===== config.mk =====
export PLATFORM = sky130hd
export DESIGN_NAME = sarc_top
export DESIGN_NICKNAME = d
export VERILOG_FILES = /design/src/rtl/sarc_pkg.sv /design/src/rtl/sarc_bit_engine.sv /design/src/rtl/sarc_top.sv
export SDC_FILE = /design/constraint.sdc
export NUM_CORES = 1
export LEC_CHECK = 0
export ABC_AREA = 1
export BUFFER_PORTS_ARGS = -buffer_cell sky130_fd_sc_hd__buf_2
export CAP_MARGIN = 25
export CORE_AREA = 5 5 98 73
export DETAILED_ROUTE_END_ITERATION = 8
export DIE_AREA = 0 0 103 78
export SETUP_SLACK_MARGIN = 0.05
export SKIP_LAST_GASP = 1
export SYNTH_ARGS = -nofsm -noshare
export SYNTH_HDL_FRONTEND = slang
export SYNTH_HIERARCHICAL = 1
export SYNTH_SLANG_ARGS = --single-unit

===== constraint.sdc =====
create_clock -name clk -period 1.65 [get_ports clk]
set_clock_uncertainty 0.1 [all_clocks]
set_input_delay 0.33 -clock clk [delete_from_list [all_inputs] [get_ports clk]]
set_output_delay 0.33 -clock clk [all_outputs]
set_load 0.02 [all_outputs]

===== src/rtl/sarc_pkg.sv =====
`default_nettype none

package sarc_pkg;

  // ------------------------------------------------------------------
  // result format
  // ------------------------------------------------------------------
  localparam int RESULT_W = 12;
  localparam int BUS_W = 12;
  localparam int FULL_SCALE_CODES = 4096;
  localparam logic [11:0] RESULT_RST = 12'h000;
  localparam logic [3:0] LOW_ZERO_NIBBLE = 4'h0;

  // ------------------------------------------------------------------
  // timing counts
  // ------------------------------------------------------------------
  localparam int MSB_FALL_EDGES = 2;
  localparam int SYNC_STAGES = 2;

  // bus control bundle, active-low strobes
  typedef struct packed {
    logic chip_sel_n;
    logic read_n;
    logic high_byte_select;
  } sarc_ctrl_t;

  // pin driver bundle
  typedef struct packed {
    logic [11:0] data;
    logic [11:0] oe;
  } sarc_pins_t;

endpackage

`default_nettype wire


===== src/rtl/sarc_bit_engine.sv =====
`timescale 1ns/1ps
`default_nettype none

// approximation register, one bit per conversion-clock edge
module sarc_bit_engine (
  input wire logic clk,
  input wire logic rst_n,
  input wire logic start,
  input wire logic conv_fall,
  input wire logic conv_edge,
  input wire logic comp_in,
  output logic [11:0] word,
  output logic done
);

  logic [11:0] sar_reg;
  logic [11:0] trial_reg;
  logic [1:0] fall_cnt_reg;
  logic run_reg;
  logic armed_reg;

  // ----------------------------------------------------------------
  // sequencing from msb to lsb
  // ----------------------------------------------------------------
  always_ff @(posedge clk) begin
    if (!rst_n) begin
      sar_reg <= sarc_pkg::RESULT_RST;
      trial_reg <= sarc_pkg::RESULT_RST;
      fall_cnt_reg <= 2'h0;
      run_reg <= 1'b0;
      armed_reg <= 1'b0;
      done <= 1'b0;
    end else begin
      done <= 1'b0;
      if (start) begin
        sar_reg <= sarc_pkg::RESULT_RST;
        trial_reg <= 12'h800;
        fall_cnt_reg <= 2'h0;
        run_reg <= 1'b1;
        armed_reg <= 1'b0;
      end else if (run_reg) begin
        if (!armed_reg) begin
          if (conv_fall) begin
            fall_cnt_reg <= fall_cnt_reg + 2'h1;
            if (fall_cnt_reg == 2'(sarc_pkg::MSB_FALL_EDGES - 1)) begin
              armed_reg <= 1'b1;
              sar_reg <= comp_in ? trial_reg : sar_reg;
              trial_reg <= trial_reg >> 1;
            end
          end
        end else if (conv_edge) begin
          sar_reg <= comp_in ? (sar_reg | trial_reg) : sar_reg;
          trial_reg <= trial_reg >> 1;
          if (trial_reg == 12'h001) begin
            run_reg <= 1'b0;
            done <= 1'b1;
          end
        end
      end
    end
  end

  // straight binary, one code per fs/4096
  assign word = sar_reg;

endmodule

`default_nettype wire


===== src/rtl/sarc_top.sv =====
`timescale 1ns/1ps
`default_nettype none

// What this block does
// - clock out pin is inverted clock in
// - no duty cycle needed on clock in
// - result is 12-bit straight binary
// - start when select, read, byte select low
// - starts ignored while converting
// - busy low while converting, plus one cycle after latch
// - prefetch read starts conversion, returns old result
// - result right justified on bus
// - byte select steers low or high byte
// - high byte: lines 7-4 low, 3-0 top bits
// - top four lines always carry top bits
// - falling select and read start, busy low
// - previous result shown during wait conversion
// - latch updated before busy returns high
// - low byte taken at end of first read
// - second read high byte, no start
// - msb after second falling edge, then per edge
// - finished word copied to output latch
// - prefetch read returns previous result, restarts
module sarc_top (
  input wire logic clk,
  input wire logic rst_n,
  input wire logic chip_sel_n,
  input wire logic read_n,
  input wire logic high_byte_select,
  input wire logic conv_clk_in,
  input wire logic comp_in,
  output logic conv_clk_out,
  output logic busy_n,
  output logic [11:0] result_bus_pins,
  output logic [11:0] result_bus_oe
);

  // ----------------------------------------------------------------
  // input synchronisers
  // ----------------------------------------------------------------
  sarc_pkg::sarc_ctrl_t ctrl_meta_reg;
  sarc_pkg::sarc_ctrl_t ctrl_reg;
  logic clk_meta_reg;
  logic clk_sync_reg;
  logic clk_prev_reg;
  logic comp_meta_reg;
  logic comp_sync_reg;

  // two flops on every control and comparator input
  always_ff @(posedge clk) begin
    if (!rst_n) begin
      ctrl_meta_reg <= '1;
      ctrl_reg <= '1;
      comp_meta_reg <= 1'b0;
      comp_sync_reg <= 1'b0;
    end else begin
      ctrl_meta_reg <= {chip_sel_n, read_n, high_byte_select};
      ctrl_reg <= ctrl_meta_reg;
      comp_meta_reg <= comp_in;
      comp_sync_reg <= comp_meta_reg;
    end
  end

  // conversion clock sampled, only levels used so duty cycle is free
  always_ff @(posedge clk) begin
    if (!rst_n) begin
      clk_meta_reg <= 1'b0;
      clk_sync_reg <= 1'b0;
      clk_prev_reg <= 1'b0;
    end else begin
      clk_meta_reg <= conv_clk_in;
      clk_sync_reg <= clk_meta_reg;
      clk_prev_reg <= clk_sync_reg;
    end
  end

  logic conv_fall;
  logic conv_edge;
  assign conv_fall = clk_prev_reg & ~clk_sync_reg;
  assign conv_edge = clk_prev_reg ^ clk_sync_reg;

  // ----------------------------------------------------------------
  // oscillator output
  // ----------------------------------------------------------------
  // inverse of the synchronised clock in
  always_ff @(posedge clk) begin
    if (!rst_n) begin
      conv_clk_out <= 1'b1;
    end else begin
      conv_clk_out <= ~clk_sync_reg;
    end
  end

  // ----------------------------------------------------------------
  // start detection
  // ----------------------------------------------------------------
  logic read_active;
  logic start_cond;
  logic start_prev_reg;
  logic converting_reg;
  logic start_pulse;
  logic eng_done;
  logic [11:0] eng_word;

  assign read_active = ~ctrl_reg.chip_sel_n & ~ctrl_reg.read_n;
  assign start_cond = read_active & ~ctrl_reg.high_byte_select;
  // rising edge of the combined start term, ignored while converting
  assign start_pulse = start_cond & ~start_prev_reg & ~converting_reg;

  always_ff @(posedge clk) begin
    if (!rst_n) begin
      start_prev_reg <= 1'b0;
    end else begin
      start_prev_reg <= start_cond;
    end
  end

  // conversion in progress flag
  always_ff @(posedge clk) begin
    if (!rst_n) begin
      converting_reg <= 1'b0;
    end else if (start_pulse) begin
      converting_reg <= 1'b1;
    end else if (eng_done) begin
      converting_reg <= 1'b0;
    end
  end

  sarc_bit_engine u_engine (
    .clk(clk),
    .rst_n(rst_n),
    .start(start_pulse),
    .conv_fall(conv_fall),
    .conv_edge(conv_edge),
    .comp_in(comp_sync_reg),
    .word(eng_word),
    .done(eng_done)
  );

  // ----------------------------------------------------------------
  // result latch and busy
  // ----------------------------------------------------------------
  logic [11:0] result_reg;

  // latch keeps old result during conversion
  always_ff @(posedge clk) begin
    if (!rst_n) begin
      result_reg <= sarc_pkg::RESULT_RST;
    end else if (eng_done) begin
      result_reg <= eng_word;
    end
  end

  // busy follows one cycle after latch, so data is settled first
  always_ff @(posedge clk) begin
    if (!rst_n) begin
      busy_n <= 1'b1;
    end else if (start_pulse) begin
      busy_n <= 1'b0;
    end else if (!converting_reg) begin
      busy_n <= 1'b1;
    end
  end

  // ----------------------------------------------------------------
  // output multiplexer and drivers
  // ----------------------------------------------------------------
  sarc_pkg::sarc_pins_t pins_next;

  // byte steering, previous result until latch updates
  always_comb begin
    pins_next.data = result_reg;
    if (ctrl_reg.high_byte_select) begin
      pins_next.data[7:4] = sarc_pkg::LOW_ZERO_NIBBLE;
      pins_next.data[3:0] = result_reg[11:8];
    end
    pins_next.data[11:8] = result_reg[11:8];
    pins_next.oe = read_active ? 12'hfff : 12'h000;
  end

  always_ff @(posedge clk) begin
    if (!rst_n) begin
      result_bus_pins <= sarc_pkg::RESULT_RST;
      result_bus_oe <= 12'h000;
    end else begin
      result_bus_pins <= pins_next.data;
      result_bus_oe <= pins_next.oe;
    end
  end

endmodule

`default_nettype wire


==> impl_metrics.csv, run 1 <==
group,metric,value,unit
run_status,status,"complete, no violations",
job,cap_viol_max_count,0,
drt,post-route-drc-count,0,
timing,hold_ws,0.0617,ns
floorplan,core_area,0.00607,sq mm
cells_and_area,nNetsFinal,363,
drt,wl_met2,2.37,mm
cells_and_area,final_cell_mix,"67 x dfxtp_1, 42 x inv_1, 41 x nor2_1",
floorplan,die_area,0.00803,sq mm
cells_and_area,synthToLayoutAreaGrowth,16.2,%
power_and_ir_drop,finalPower,0.00318,W
floorplan,dieWidth,103,microns
global_routing,grt_max_degree,25,
cells_and_area,n_antenna_cell,0,
drt,drt-met1-wl,2.47,mm
timing,clock.fmax,0.655,GHz
timing,post-route-period-util,92.5,%
power_and_ir_drop,p_leak,1.44,nW
global_routing,grt_usage,13.6,%
logic_synthesis,syn_inst,324,
logic_synthesis,synth_flop_cell,"dfxtp_1",
worst_setup_path,critPathLaunch,"clk_sync_reg",
logic_synthesis,async_flop_share,0,%
power_and_ir_drop,peakVddDrop,0.631,mV
worst_setup_path,start_kind,"register",
logic_synthesis,ys_types,28,
worst_hold_path,hold-path-cell-count,2,
worst_setup_path,critPathMaxFanout,6,
timing,setup_ws,0.123,ns
cells_and_area,drive_gt1_share,26.2,%
logic_synthesis,synth_edf_count,0,
worst_setup_path,critical_path_class,"register to register",
place,pre_cts_slack,0.0298,ns
worst_setup_path,worstPathArrival,1.65,ns
drt,dr.pass1.iters,4,
drt,dr_wl_met3,266,microns
logic_synthesis,yosysSeqAreaShare,51.9,%
worst_setup_path,worstRegToRegCells,9,
place,gp_congestion,0.830,
timing,rsz0062_at_grt,"false",
logic_synthesis,avgSynthCellArea,8.22,sq um
clock_tree,holdBufCountCts,0,
worst_hold_path,hold_class,"input port to register",
drt,ant_nets,0,
clock_tree,cts.sinks,69,
clock_tree,htreeDepth,3,
cells_and_area,layout_commonest_cell,"dfxtp_1",
drt,via_count,2040,
clock_tree,numCtsBuffers,9,
worst_setup_path,crit-reg2reg-launch,"clk_sync_reg",
power_and_ir_drop,p_per_area,1030,mW/mm^2
floorplan,row_count,24,
timing,tns,0,ns
drt,wl_per_cell,11.8,microns
logic_synthesis,syn_area,0.00266,sq mm
place,dp.cells,419,
cells_and_area,layout.cells.non_filler,437,
floorplan,initial_core_util,43.9,%
global_routing,grt_overflow,0,
clock_tree,cts_root_buf,"clkbuf_8",
drt,via_per_inst,4.67,
drt,highest_layer,"met4",
place,hpwl,3.59,mm
drt,wl,5.14,mm
timing,worstMarginPinSlew,0.306,ns
worst_hold_path,hold_path_startpoint,"read_n",
timing,relSlewSlack,79.6,%
logic_synthesis,synth_seq_cells,69,
cells_and_area,register_area,0.00138,sq mm
floorplan,top_level_ports,33,
cells_and_area,multiInputGateArea,951,sq um
worst_setup_path,cp.required,1.77,ns
timing,min_period,1.53,ns
global_routing,grt_pass1_vias,1809,
clock_tree,cts_max_path_buffers,2,
drt,drt_iter0_markers,78,
timing,finalSetupViolations,0,
clock_tree,cts_tree,"done",
place,port_buffers,32,
clock_tree,insertion_delay,0.34,ns
floorplan,dieHeight,78,microns
logic_synthesis,yosysWarnings,6,
cells_and_area,nFillCells,597,
clock_tree,clk_pin_slew,0.07,ns
timing,hold_viol_final,0,
worst_setup_path,worstSetupEndpointType,"register",
timing,slew_viol_final,0,
global_routing,grt_pass1_wl,8.55,mm
global_routing,antenna_found_initial,0,
logic_synthesis,syn-num-nets,333,
power by group:
part / total (W) / switching, W / internal (W)
registers: 0.00169 / 0.00000531 / 0.00168
clock network: 0.00141 / 0.000623 / 0.000783
logic: 0.0000862 / 0.0000539 / 0.0000323
repair_timing:
action,CTS,global route
endpoints found under the setup margin,10,34
pin swaps,0,2
buffers inserted,0,1
gates cloned,0,1
resized for setup,2,13
metrics by stage:
stage / utilization, % / area [sq um]
floorplan: - / 2660
global placement: 46.3 / 2810
detailed placement: 46.3 / 2810
CTS: 49.8 / 3020
global route: 51.0 / 3090
finish: 51.0 / 3090
final timing paths:
check | end | slack [ns]
worst max-delay path | u_engine/word[7] | 0.12
worst min-delay path | ctrl_meta_reg[1] | 0.06
worst max register to register | u_engine/word[7] | 0.12
worst min register to register | clk_sync_reg | 0.31
cells in the mapped netlist (4+ instances only):
cell	instances	share of area, %
buf_6	4	1.7
nand2_1	42	5.9
inv_1	44	6.2
o21ai_1	8	1.5
inv_2	5	0.70
buf_4	14	3.9
o21ai_0	26	4.9
nand2_2	10	2.3
dfxtp_1	69	52
nor2_1	42	5.9
or2_1	6	1.4
a21oi_1	24	4.5
a21oi_2	9	3.0
routing by layer:
metal	vias to the layer above	track usage, %
met5	-	0
met4	0	4.27
met3	5	5.91
met2	36	20.0
met1	940	18.1
li1	1059	-
worst max-delay path, stage by stage (launching register included):
cell and delay [ns]:
dfxtp_2 0.32, inv_1 0.08, ha_4 0.20, inv_2 0.07, nand2_4 0.06, nand2_4 0.10, nand3_4 0.15, clkbuf_16 0.20
nand2_1 0.05, a21oi_1 0.05
final cells by class:
type,count,area share (%)
clock buffers,11,4.89
clock inverters,5,1.86
inverters,50,6.31
multi-input cells,183,30.7
flip-flops and latches,69,44.7
well taps,78,3.15
repair buffers,41,8.33
logic make-up after synthesis:
family	Yosys count	synth area share, %
simple gates	109	18.1
compound gates	72	15.2
buf+inv	72	13.9
flops	69	51.9
fa+ha+maj	2	0.939
Note: power is estimated with default switching activity, not from simulation.
==> run 2, diff against run 1 <==
Settings changed: PLACE_DENSITY set to 0.66.
Clock period 1.65 ns to 1.3 ns, I/O delays scaled along.
==> run 2 against run 1 <==
Net effect: the run now ends with setup timing left; largest cell class unchanged; largest power group unchanged; fmax increased by 3.8%; core utilization is 6.3 points higher; register-to-register slack worse by 0.29 ns; sequential share of layout area down 4.6 points; wire length grew 13%; clock power grew 32%; non-clock buffer count rose by 21; critical path type unchanged; first-iteration DRC count up 5.1%; global-route usage increased by 1.5 points; sequential power rose by 27%.
==> impl_metrics.csv, run 2 (same netlist as run 1, synthesis figures left out) <==
group,metric,value,unit
worst_setup_path,crit_chain,"inv_2 > ha_4 > inv_4 > nand2_4 > nand2_4 > nand3_4 > buf_12 > nand2_2 > a21oi_2",
cells_and_area,n_antenna_cell,0,
clock_tree,cts_max_path_buffers,2,
power_and_ir_drop,p_per_area,1200,mW/mm^2
timing,setup_ws,-0.172,ns
worst_setup_path,cp.required,1.48,ns
cells_and_area,layout.cells.non_filler,457,
worst_setup_path,worstSetupEndpointType,"register",
global_routing,grt_pass1_wl,9.38,mm
timing,hold_viol_final,0,
drt,via_per_inst,4.71,
timing,slew_viol_final,0,
timing,worstMarginPinSlew,0.301,ns
cells_and_area,final_cell_mix,"61 x dfxtp_1, 39 x inv_1, 38 x nor2_1",
timing,post-route-period-util,113,%
floorplan,top_level_ports,33,
drt,dr.pass1.iters,4,
worst_setup_path,worstPathArrival,1.65,ns
worst_setup_path,critPathMaxFanout,7,
clock_tree,numCtsBuffers,9,
floorplan,dieWidth,103,microns
timing,min_period,1.47,ns
worst_setup_path,crit_path_frequent_cell,"nand2_4",
clock_tree,cts_tree,"done",
clock_tree,cts_root_buf,"clkbuf_8",
worst_hold_path,hold_class,"input port to register",
global_routing,grt_max_degree,22,
cells_and_area,layout_commonest_cell,"dfxtp_1",
drt,via_count,2153,
worst_setup_path,critical_path_class,"register to register",
power_and_ir_drop,p_leak,1.54,nW
drt,post-route-drc-count,0,
timing,clock.fmax,0.680,GHz
clock_tree,clk_pin_slew,0.08,ns
floorplan,row_count,24,
worst_setup_path,start_kind,"register",
timing,finalSetupViolations,34,
cells_and_area,nNetsFinal,384,
place,port_buffers,32,
cells_and_area,drive_gt1_share,37.5,%
timing,relSlewSlack,79.9,%
run_status,status,"complete, but fails checks",
floorplan,initial_core_util,43.9,%
drt,drt_iter0_markers,82,
worst_setup_path,cp_slowest_cell,"dfxtp_2",
job,cap_viol_max_count,0,
floorplan,dieHeight,78,microns
worst_setup_path,cp_num_buf_inv,3,
drt,wl_per_cell,12.7,microns
drt,ant_nets,0,
place,dp.cells,428,
clock_tree,insertion_delay,0.34,ns
cells_and_area,synthToLayoutAreaGrowth,30.5,%
place,hpwl,3.70,mm
global_routing,grt_pass1_vias,2036,
global_routing,grt_overflow,0,
timing,rsz0062_at_grt,"true",
worst_setup_path,cp_slowest_stage_delay,0.34,ns
drt,wl,5.80,mm
cells_and_area,nFillCells,545,
clock_tree,cts.sinks,69,
run_status,violations,"setup timing",
place,gp_congestion,0.843,
global_routing,antenna_found_initial,0,
floorplan,core_area,0.00607,sq mm
power_and_ir_drop,peakVddDrop,0.671,mV
global_routing,grt_usage,15.1,%
floorplan,die_area,0.00803,sq mm
worst_setup_path,cp_top_family,"simple AND/OR/NAND/NOR gates",
place,pre_cts_slack,-0.335,ns
clock_tree,htreeDepth,3,
run 2: cell types whose count changed in the layout (fill, tap and decap cells not counted), moves of 10 or more:
cell	change
buf_6	+15
nand2_1	-14
buf_4	+14
o21ai_0	-10
buf_2	-13
nand2_2	+10
run 2: per-stage QoR:
stage          hold slack [ns]  util (%)  total power (W)  setup TNS (ns)  instance area, sq um
2_1_floorplan            0.258         -          0.00226           -1.94                  2710
3_3_place_gp             0.287      47.8          0.00231           -5.51                  2900
3_5_place_dp             0.292      47.8          0.00231           -7.14                  2900
4_1_cts                 0.0968      54.7          0.00420           -2.33                  3320
5_1_grt                 0.0907      57.3          0.00435           -4.50                  3480
6_report                 0.116      57.3          0.00416           -2.36                  3480
run 2: worst paths after layout:
kind	slack, ns	startpoint	depth (start not counted)	end
worst max-delay path	-0.17	clk_sync_reg	9	u_engine/word[3]
worst min-delay path	0.12	rst_n	3	u_engine/trial_reg[11]
worst max register to register	-0.17	clk_sync_reg	9	u_engine/word[3]
worst min register to register	0.31	ctrl_meta_reg[2]	1	ctrl_reg[2]
run 2: power breakdown:
part | switching (W) | internal (W)
clock network | 0.000797 | 0.00107
logic | 0.0000827 | 0.0000785
registers | 0.00000716 | 0.00213
run 2: layout make-up:
type                    instances  area [sq um]  share of cell area [%]
clock inverters                 6          88.8                    2.56
clock buffers                   9           124                    3.56
repair buffers                 62           512                    14.7
well taps                      78          97.6                    2.81
inverters                      50           203                    5.83
flip-flops and latches         69          1390                    40.1
multi-input cells             183          1060                    30.4
run 2: metal layers:
| layer | global-route usage [%] | vias to the layer above | wire length (microns) |
|---|---|---|---|
| li1 | - | 1102 | - |
| met1 | 19.3 | 1001 | 2670 |
| met2 | 22.8 | 40 | 2780 |
| met3 | 6.45 | 10 | 286 |
| met4 | 5.30 | 0 | 70 |
| met5 | 0 | - | 0 |
run 2: timing repair:
| item | in CTS | in global routing |
|---|---|---|
| resized for setup | 37 | 41 |
| endpoints found under the setup margin | 41 | 42 |
| setup buffers | 4 | 4 |
| pin swaps | 11 | 6 |
| endpoints found under the hold margin | 5 | 0 |
| cloned | 0 | 1 |
| hold buffers | 5 | 0 |
run 2: tightest hold or removal path: cells and delay by family:
family	cells	cell delay, ns
AO/OA/AOI/OAI	1	0.04
buffers and inverters	2	0.22
